--- src/hw/rec_ctl_pkg.sv ---
// Purpose: shared constants for the record-entry control logic
// Assumes: 100 MHz aclk
// Notes:   time figures kept in their own units, cycle counts derived
package rec_ctl_pkg;
    localparam int          CLK_NS          = 10;
    localparam int          DEBOUNCE_MS     = 5;
    localparam int          DEBOUNCE_CYC    = DEBOUNCE_MS * 1000000 / CLK_NS;
    localparam int          BLINK_MS        = 250;
    localparam int          BLINK_CYC       = BLINK_MS * 1000000 / CLK_NS;
    localparam int          MIC_PAD_DB      = 20;
    localparam int          NUM_TRACKS      = 2;
    localparam int          NUM_BUTTONS     = 7;
    // button vector positions
    localparam int          BTN_PLAY        = 0;
    localparam int          BTN_RECORD      = 1;
    localparam int          BTN_PAUSE       = 2;
    localparam int          BTN_STOP        = 3;
    localparam int          BTN_PEDAL       = 4;
    localparam int          BTN_ARM0        = 5;
    localparam int          BTN_ARM1        = 6;
    // register map
    localparam logic [7:0]  ADDR_CTRL       = 8'h00;
    localparam logic [7:0]  ADDR_STATUS     = 8'h04;
    localparam int          CTRL_SRC_MIC    = 0;
    localparam int          CTRL_PAD        = 1;
    localparam int          CTRL_MON_LO     = 2;
    localparam logic [31:0] CTRL_RESET      = 32'h0000_0004;
    localparam logic [1:0]  MON_INPUT       = 2'h0;
    localparam logic [1:0]  MON_SYNC        = 2'h1;
    localparam logic [1:0]  MON_PLAYBACK    = 2'h2;
    localparam logic [1:0]  RESP_OKAY       = 2'h0;
    localparam logic [1:0]  RESP_SLVERR     = 2'h2;
    typedef enum logic [2:0] {ST_STOP, ST_PLAY, ST_RECORD, ST_PRELOAD, ST_REC_PAUSE} trans_state_t;
endpackage

--- src/hw/rec_ctl.sv ---
// Purpose: record-entry, pedal punch and monitor routing control of a two-track deck
// Assumes: buttons are synchronous, high while pressed; registers over AXI4-Lite
// Notes:   status register shows transport state, armed and recording tracks
`timescale 1ns/1ps

module rec_ctl_press #(
    parameter int CYC = 2
) (
    input  wire logic aclk,
    input  wire logic aresetn,
    input  wire logic raw,
    output logic      press
);
    logic [$clog2(CYC+1)-1:0] cnt;
    logic                     stable;
    logic                     prev;
    wire                      differ = (raw != stable);
    wire                      settle = differ && (cnt == ($clog2(CYC+1))'(CYC - 1));
    always_ff @(posedge aclk) begin
        if (!aresetn) begin
            cnt    <= '0;
            stable <= 1'b0;
            prev   <= 1'b0;
            press  <= 1'b0;
        end else begin
            cnt    <= (differ && !settle) ? cnt + 1'b1 : '0;
            if (settle)
                stable <= raw;
            prev   <= stable;
            press  <= stable && !prev;
        end
    end
endmodule

module rec_ctl
    import rec_ctl_pkg::*;
#(
    parameter int DEB_CYC   = DEBOUNCE_CYC,
    parameter int BLINK_LEN = BLINK_CYC
) (
    input  wire logic                  aclk,
    input  wire logic                  aresetn,
    // front panel and pedal
    input  wire logic [NUM_BUTTONS-1:0] buttons,
    // transport and switching
    output logic                       motor_run,
    output logic [NUM_TRACKS-1:0]      rec_enable,
    output logic [NUM_TRACKS-1:0]      mon_source,
    output logic                       mon_playback_head,
    output logic                       mon_input_direct,
    output logic                       sel_mic,
    output logic                       mic_pad,
    output logic                       record_lamp,
    output logic                       pause_lamp,
    // axi4-lite slave
    input  wire logic [7:0]            s_awaddr,
    input  wire logic                  s_awvalid,
    output logic                       s_awready,
    input  wire logic [31:0]           s_wdata,
    input  wire logic [3:0]            s_wstrb,
    input  wire logic                  s_wvalid,
    output logic                       s_wready,
    output logic [1:0]                 s_bresp,
    output logic                       s_bvalid,
    input  wire logic                  s_bready,
    input  wire logic [7:0]            s_araddr,
    input  wire logic                  s_arvalid,
    output logic                       s_arready,
    output logic [31:0]                s_rdata,
    output logic [1:0]                 s_rresp,
    output logic                       s_rvalid,
    input  wire logic                  s_rready
);
    logic [NUM_BUTTONS-1:0] press;
    genvar gi;
    generate
        for (gi = 0; gi < NUM_BUTTONS; gi++) begin : g_deb
            rec_ctl_press #(.CYC(DEB_CYC)) u_press (
                .aclk    (aclk),
                .aresetn (aresetn),
                .raw     (buttons[gi]),
                .press   (press[gi])
            );
        end
    endgenerate

    // armed state toggles per press, like latching buttons
    logic [NUM_TRACKS-1:0]  armed;
    logic [31:0]            ctrl;
    trans_state_t           state;
    trans_state_t           next_state;
    logic                   punched;
    logic                   next_punched;
    logic [$clog2(BLINK_LEN+1)-1:0] blink_cnt;
    logic                   blink;

    wire                    any_armed  = |armed;
    wire                    p_play     = press[BTN_PLAY];
    wire                    p_rec      = press[BTN_RECORD];
    wire                    p_pause    = press[BTN_PAUSE];
    wire                    p_stop     = press[BTN_STOP];
    wire                    p_pedal    = press[BTN_PEDAL];
    wire                    play_rec   = p_play && p_rec;
    wire [1:0]              mon_sel    = ctrl[CTRL_MON_LO +: 2];
    wire                    in_sync    = (mon_sel == MON_SYNC);
    wire [NUM_TRACKS-1:0]   arm_press  = press[BTN_ARM0 +: NUM_TRACKS];
    wire [NUM_TRACKS-1:0]   next_armed = armed ^ arm_press;
    wire                    next_recording = (next_state == ST_RECORD) ||
                                             (next_state == ST_PRELOAD) ||
                                             (next_state == ST_PLAY && next_punched);

    // transport: pedal never appears in motion terms
    always_comb begin
        next_state   = state;
        next_punched = punched;
        case (state)
            ST_STOP: begin
                if (play_rec)
                    next_state = any_armed ? ST_RECORD : ST_PRELOAD;
                else if (p_play)
                    next_state = ST_PLAY;
            end
            ST_PLAY: begin
                if (play_rec)
                    next_state = any_armed ? ST_RECORD : ST_PRELOAD;
                else if (p_stop || p_pause)
                    next_state = ST_STOP;
                else if (p_pedal && in_sync)
                    next_punched = !punched;
            end
            ST_RECORD, ST_PRELOAD: begin
                if (p_pause)
                    next_state = ST_REC_PAUSE;
                else if (p_stop)
                    next_state = ST_STOP;
            end
            ST_REC_PAUSE: begin
                if (p_play)
                    next_state = ST_RECORD;
                else if (p_stop)
                    next_state = ST_STOP;
            end
            default: next_state = ST_STOP;
        endcase
        if (next_state != ST_PLAY)
            next_punched = 1'b0;
    end

    always_ff @(posedge aclk) begin
        if (!aresetn) begin
            state   <= ST_STOP;
            punched <= 1'b0;
            armed   <= '0;
        end else begin
            state   <= next_state;
            punched <= next_punched;
            armed   <= next_armed;
        end
    end

    // record lamp blink
    always_ff @(posedge aclk) begin
        if (!aresetn) begin
            blink_cnt <= '0;
            blink     <= 1'b0;
        end else if (blink_cnt == ($clog2(BLINK_LEN+1))'(BLINK_LEN - 1)) begin
            blink_cnt <= '0;
            blink     <= !blink;
        end else begin
            blink_cnt <= blink_cnt + 1'b1;
        end
    end

    wire in_rec_mode = (state == ST_RECORD) || (state == ST_PRELOAD) || (state == ST_REC_PAUSE);

    // outputs all registered; recording tracks follow arming immediately
    always_ff @(posedge aclk) begin
        if (!aresetn) begin
            motor_run         <= 1'b0;
            rec_enable        <= '0;
            mon_source        <= '0;
            mon_playback_head <= 1'b0;
            mon_input_direct  <= 1'b0;
            sel_mic           <= 1'b0;
            mic_pad           <= 1'b0;
            record_lamp       <= 1'b0;
            pause_lamp        <= 1'b0;
        end else begin
            motor_run         <= (next_state == ST_PLAY) || (next_state == ST_RECORD) ||
                                 (next_state == ST_PRELOAD);
            rec_enable        <= next_recording ? next_armed : '0;
            mon_source        <= in_sync ? next_armed : '0;
            mon_playback_head <= (mon_sel == MON_PLAYBACK);
            mon_input_direct  <= (mon_sel == MON_INPUT);
            sel_mic           <= ctrl[CTRL_SRC_MIC];
            mic_pad           <= ctrl[CTRL_SRC_MIC] && ctrl[CTRL_PAD];
            record_lamp       <= in_rec_mode && (any_armed || blink);
            pause_lamp        <= (state == ST_REC_PAUSE);
        end
    end

    // axi4-lite: address and data taken together, one response each
    wire wr_go    = s_awvalid && s_wvalid && !s_bvalid;
    wire wr_ctrl  = (s_awaddr == ADDR_CTRL);
    wire rd_go    = s_arvalid && !s_rvalid;
    wire [31:0] status_word = {14'h0, rec_enable, 6'h0, armed, 5'h0, state};
    wire [31:0] rd_word     = (s_araddr == ADDR_CTRL)   ? ctrl :
                              (s_araddr == ADDR_STATUS) ? status_word : 32'h0;
    wire rd_ok    = (s_araddr == ADDR_CTRL) || (s_araddr == ADDR_STATUS);

    always_ff @(posedge aclk) begin
        if (!aresetn) begin
            ctrl      <= CTRL_RESET;
            s_awready <= 1'b0;
            s_wready  <= 1'b0;
            s_bvalid  <= 1'b0;
            s_bresp   <= RESP_OKAY;
            s_arready <= 1'b0;
            s_rvalid  <= 1'b0;
            s_rdata   <= 32'h0;
            s_rresp   <= RESP_OKAY;
        end else begin
            s_awready <= wr_go && !s_awready;
            s_wready  <= wr_go && !s_awready;
            if (wr_go && !s_awready) begin
                if (wr_ctrl && s_wstrb[0])
                    ctrl <= {28'h0, s_wdata[3:0]};
                s_bresp  <= wr_ctrl ? RESP_OKAY : RESP_SLVERR;
                s_bvalid <= 1'b1;
            end else if (s_bvalid && s_bready) begin
                s_bvalid <= 1'b0;
            end
            s_arready <= rd_go && !s_arready;
            if (rd_go && !s_arready) begin
                s_rdata  <= rd_word;
                s_rresp  <= rd_ok ? RESP_OKAY : RESP_SLVERR;
                s_rvalid <= 1'b1;
            end else if (s_rvalid && s_rready) begin
                s_rvalid <= 1'b0;
            end
        end
    end
endmodule

--- config.mk ---
export PLATFORM = sky130hd
export DESIGN_NAME = rec_ctl
export DESIGN_NICKNAME = d
export VERILOG_FILES = /design/src/hw/rec_ctl_pkg.sv /design/src/hw/rec_ctl.sv
export SDC_FILE = /design/constraint.sdc
export NUM_CORES = 1
export LEC_CHECK = 0
export BUFFER_PORTS_ARGS = -buffer_cell sky130_fd_sc_hd__buf_2
export CAP_MARGIN = 30
export CORE_MARGIN = 1
export CORE_UTILIZATION = 61
export DETAILED_ROUTE_END_ITERATION = 16
export GPL_ROUTABILITY_DRIVEN = 0
export PLACE_DENSITY = 0.86
export SLEW_MARGIN = 0
export SYNTH_ARGS = -nofsm -noshare
export SYNTH_HDL_FRONTEND = slang
export SYNTH_SLANG_ARGS = --single-unit
--- constraint.sdc ---
create_clock -name aclk -period 3.8 [get_ports aclk]
set_input_delay 0.76 -clock aclk [delete_from_list [all_inputs] [get_ports aclk]]
set_output_delay 0.76 -clock aclk [all_outputs]
set_load 0.01 [all_outputs]
==> impl_summary.md <==
Run status
The run finished with clean final reports.

Global routing
Entering global routing, the biggest net connects 29 pins. The number of antenna violations at the first check in global routing is 0. Global routing used a little under a quarter of the available tracks across all layers.

After global routing the overflow that remains totals 0. The first global-routing pass estimated between 30000 and 40000 um of wire. The number of global-route vias before repair was about 7100.

Setup path
In this run the critical register-to-register path is launched from blink_cnt[24]. The critical path is of the reg -> reg type. The number of buffers and inverters on the critical path is 1. The arrival time of data at the critical path endpoint is between 2 and 3 ns. The depth of the most critical reg-to-reg path is 5. The largest fanout on the critical path is 13. The largest single stage delay on the critical path is around 0.79 ns. The kind of start point of the critical path is a register. The family with the most delay on the worst path is compound AO/OA/AOI/OAI gates. The critical path data required time is approximately 4.2 ns.

Walking the worst path, the cells encountered are nor4bb_1 -> nand4b_1 -> o31ai_2 -> buf_4 -> nor2_1. On the critical path, the stage with the largest delay is an instance of sky130_fd_sc_hd__o31ai_2. The setup check on the worst reg-to-reg path leaves a slack of 1.56 ns. In this run the critical register-to-register path is captured at blink_cnt[13]. The nature of the critical path endpoint is a register.

Drt
The number of DRC violations after detailed-routing iteration 0 is approximately 420. The via count is roughly 7700. In the routed design, unresolved DRC markers number 0. Once detail routing completed, the nets flagged for antenna violations numbered 0. Summed over all layers, the routed wires come to 18700 um. Dividing the detail-routed wire length by the instance count gives between 10 and 15 um. The iteration count of the initial detailed-routing pass is 5.

The number of vias per cell is between 5 and 6.

Cells and area
The post-route netlist has 10.7% of its cells at a drive strength greater than 1. Relative to the synthesized area, the layout overhead comes to 10.5%. Counting the fill cells in the layout gives 1160. Once layout is done, the placed cells without fillers occupy 0.0104 mm2.

After the last flow step, the layout net total stands at 1181. The number of antenna repair diodes is 0. The filler-free cell count of the finished design is ~1300.

Clock tree
CTS built an H-tree with a depth of 1. The root cell of the clock tree is sky130_fd_sc_hd__clkbuf_16. The clock reaches the later pin of the worst-skew pair after roughly 0.50 ns.

The post-CTS clock slew at the launch and capture registers of the worst setup and hold paths is approximately 0.060 ns. TritonCTS built the clock tree. Buffers inserted during clock tree synthesis total 22. The hold buffer count at CTS is 0.

Once the clock tree was built, the resizer swapped 0 gates to a different size. The clock net in this run drives a total of 215 sinks. The number of post-CTS setup repair buffers is 0. The clock passes through at most 3 buffers.

Logic synthesis
The synthesized netlist contains 58 unique library cells. The flop and latch count out of synthesis is about 220. The yosys synthesis warning count is 0. The gate count after technology mapping is ~1100.

A synthesized cell averages just under 9 um2. The synthesized netlist occupies a cell area of 0.00941 mm2. Counting flops with a built-in enable in the synthesized netlist gives 0. The primary flip-flop cell chosen by synthesis mapping is sky130_fd_sc_hd__dfxtp_1. Of all flip-flops after synthesis, the portion carrying an async set or reset was 0%. The sequential area share after synthesis is approximately 46%.

Place
The HPWL after detailed placement is 12500 um. The worst setup slack before clock tree synthesis is 1.60 ns. The placed instances occupy a cell area of between 0.009 and 0.01 mm2. Including well taps, the total number of placed cells is 1271. The number of I/O port buffers is 60.

Power
In this run the static leakage power is about 3.6 nW. The portion of total power attributed to combinational logic is under 10%. The highest ir drop seen on vdd is 0.325 mV.

In this run switching power makes up roughly a fifth of total power. The analysis attributes to net switching a power of 0.931 mW. The clock network is responsible for between 40% and 50% of the overall power. The portion of total power attributed to sequential cells is roughly half. The design internal power is 3.53 mW. The total power per unit cell area is 428 mW/mm2.

STA
The number of failing setup endpoints in the final timing report is 0. The max-slew violation total from the final report is 0. The final critical path time including I/O delays and setup is roughly 2.2 ns. Setup repair after global routing left no endpoint under its margin. Across all setup checks in the final design, the least slack found is 1.56 ns. At the pin with the least slew margin, the transition time is a little over 0.9 ns. The remaining max-slew budget at the tightest pin is 37.8%. The setup clock skew after layout is around 0.007 ns. Derived from the worst setup path, the maximum achievable clock frequency is approximately 450 MHz. The final total negative setup slack is 0 ns. Of the available clock period, the critical path in the final layout requires between 50% and 60%. The number of hold violations in the final report is 0. Hold timing on the final database bottoms out at a slack of 0.382 ns.

Hold path
Counting instances, the worst hold path has a depth of 1. The startpoint identified for the worst hold timing path is g_deb[5].u_press.prev. The type of the tightest min-delay check is reg -> reg. The terminating pin of the worst hold path is g_deb[5].u_press.press.

Floorplan
Measured along the x axis, the die boundary spans roughly 130 um. The area of the core is between 0.015 and 0.02 mm2. The starting density of the core is 62.1%. The floorplan has 45 rows. The floorplan step defined a die boundary enclosing approximately 0.016 mm2. In this run the count of I/O pins placed on the die edge is about 120. The overall die height is between 100 and 150 um.

Job
The tool flagged a number of max-cap violations equal to 0.
## stage by stage
stage	total power [mW]	utilization (%)
3_3_place_gp	2.45	64.2
4_1_cts	4.49	68.7
6_report	4.46	68.7
5_1_grt	4.61	68.7
2_1_floorplan	2.43	-
3_5_place_dp	2.45	64.2
## registers in the layout, indices dropped and copies added, names as in the netlist, 2 cells and up
register and count:
g_deb.u_press.cnt 133, blink_cnt 25, s_rdata 8, g_deb.u_press.press 7, g_deb.u_press.prev 7, g_deb.u_press.stable 7, ctrl 4, state 3
armed 2, mon_source 2, rec_enable 2
## how the worst max path moves through the flow
stage | start | end | slack (ns) | cells after the start
2_1_floorplan | s_araddr[1] | s_rdata[16] | 1.68 | 4
3_3_place_gp | aresetn | g_deb[3].u_press.cnt[15] | 1.62 | 4
3_5_place_dp | aresetn | g_deb[3].u_press.cnt[15] | 1.60 | 4
4_1_cts | blink_cnt[0] | blink_cnt[13] | 1.61 | 5
5_1_grt | blink_cnt[24] | blink_cnt[17] | 1.36 | 5
6_report | blink_cnt[24] | blink_cnt[13] | 1.56 | 5
## cells in the mapped netlist, types with 11 or more instances
| cell | number | share of area (%) |
|---|---|---|
| sky130_fd_sc_hd__dfxtp_1 | 215 | 46 |
| sky130_fd_sc_hd__nor2_1 | 146 | 5.8 |
| sky130_fd_sc_hd__nand3_1 | 66 | 3.5 |
| sky130_fd_sc_hd__xor2_1 | 63 | 5.9 |
| sky130_fd_sc_hd__nand2_1 | 54 | 2.2 |
| sky130_fd_sc_hd__a21oi_1 | 52 | 2.8 |
| sky130_fd_sc_hd__xnor2_1 | 47 | 4.4 |
| sky130_fd_sc_hd__nand4_1 | 44 | 2.9 |
| sky130_fd_sc_hd__inv_1 | 34 | 1.4 |
| sky130_fd_sc_hd__buf_4 | 27 | 2.2 |
| sky130_fd_sc_hd__or4_1 | 27 | 2.2 |
| sky130_fd_sc_hd__clkbuf_1 | 25 | 1.0 |
| sky130_fd_sc_hd__o21ai_0 | 25 | 1.3 |
| sky130_fd_sc_hd__nor3_1 | 23 | 1.2 |
| sky130_fd_sc_hd__o31ai_1 | 23 | 1.8 |
| sky130_fd_sc_hd__or3_1 | 23 | 1.5 |
| sky130_fd_sc_hd__and4_1 | 19 | 1.8 |
| sky130_fd_sc_hd__nor4_1 | 18 | 1.2 |
| sky130_fd_sc_hd__and2_1 | 11 | 0.73 |
## kinds of logic after synthesis
family                   after synthesis  share of synthesized area (%)
AND/OR/NAND/NOR                      487                           28.1
flip-flops                           215                           45.7
AO/OA/AOI/OAI                        128                           8.59
XOR/XNOR                             110                           10.2
buffers and inverters                 97                           5.24
multiplexers                           9                          0.997
adder cells (fa/ha/maj)                8                           1.06
other                                  1                         0.0398
## per-layer routing
layer	vias to the layer above	GRT usage [%]	wire length [um]
met1	3659	29.5	8330
li1	3806	-	-
met2	174	42.0	9310
met5	-	0	0
met3	29	2.97	704
met4	0	6.66	310
## worst reg2reg max path: stages (launching register included)
cell	delay, ns
sky130_fd_sc_hd__dfxtp_1	0.36
sky130_fd_sc_hd__nor4bb_1	0.37
sky130_fd_sc_hd__nand4b_1	0.21
sky130_fd_sc_hd__o31ai_2	0.79
sky130_fd_sc_hd__buf_4	0.34
sky130_fd_sc_hd__nor2_1	0.07
## placed cells by master, fill, tap and decap left out, drive strengths merged, types with 4 or more instances in the layout
| master | instances |
|---|---|
| nor4b | 7 |
| ha | 8 |
| o21ai | 25 |
| dfxtp | 215 |
| nor4 | 18 |
| and2 | 11 |
| nand2 | 54 |
| or4b | 7 |
| or4 | 32 |
| a32oi | 5 |
| xor2 | 63 |
| xnor2 | 47 |
| o31ai | 23 |
| nor2 | 146 |
| nand3 | 66 |
| conb | 26 |
| nor4bb | 9 |
| and4 | 19 |
| nand2b | 4 |
| o21bai | 5 |
| a21oi | 54 |
| nor2b | 6 |
| inv | 35 |
| nand4 | 45 |
| and3 | 11 |
| mux2i | 6 |
| clkbuf | 30 |
| nor3 | 23 |
| buf | 65 |
| or3 | 24 |
## layout make-up
cell class                      count  area [um2]  area share [%]
Multi-Input combinational cell    768        4710            45.3
Sequential cell                   215        4300            41.4
Clock buffer                       30         632            6.08
Timing Repair Buffer               65         338            3.25
Tap cell                          188         235            2.26
Inverter                           35         131            1.26
Clock inverter                      4        45.0           0.433
## power groups by stage
stage | logic, mW | clock network (mW) | registers [mW]
3_5_place_dp | 0.120 | 0 | 2.33
3_3_place_gp | 0.117 | 0 | 2.33
2_1_floorplan | 0.0967 | 0 | 2.33
6_report | 0.120 | 2.05 | 2.28
4_1_cts | 0.121 | 2.09 | 2.28
5_1_grt | 0.134 | 2.19 | 2.28
No activity file was read; power rests on OpenSTA's default activity.
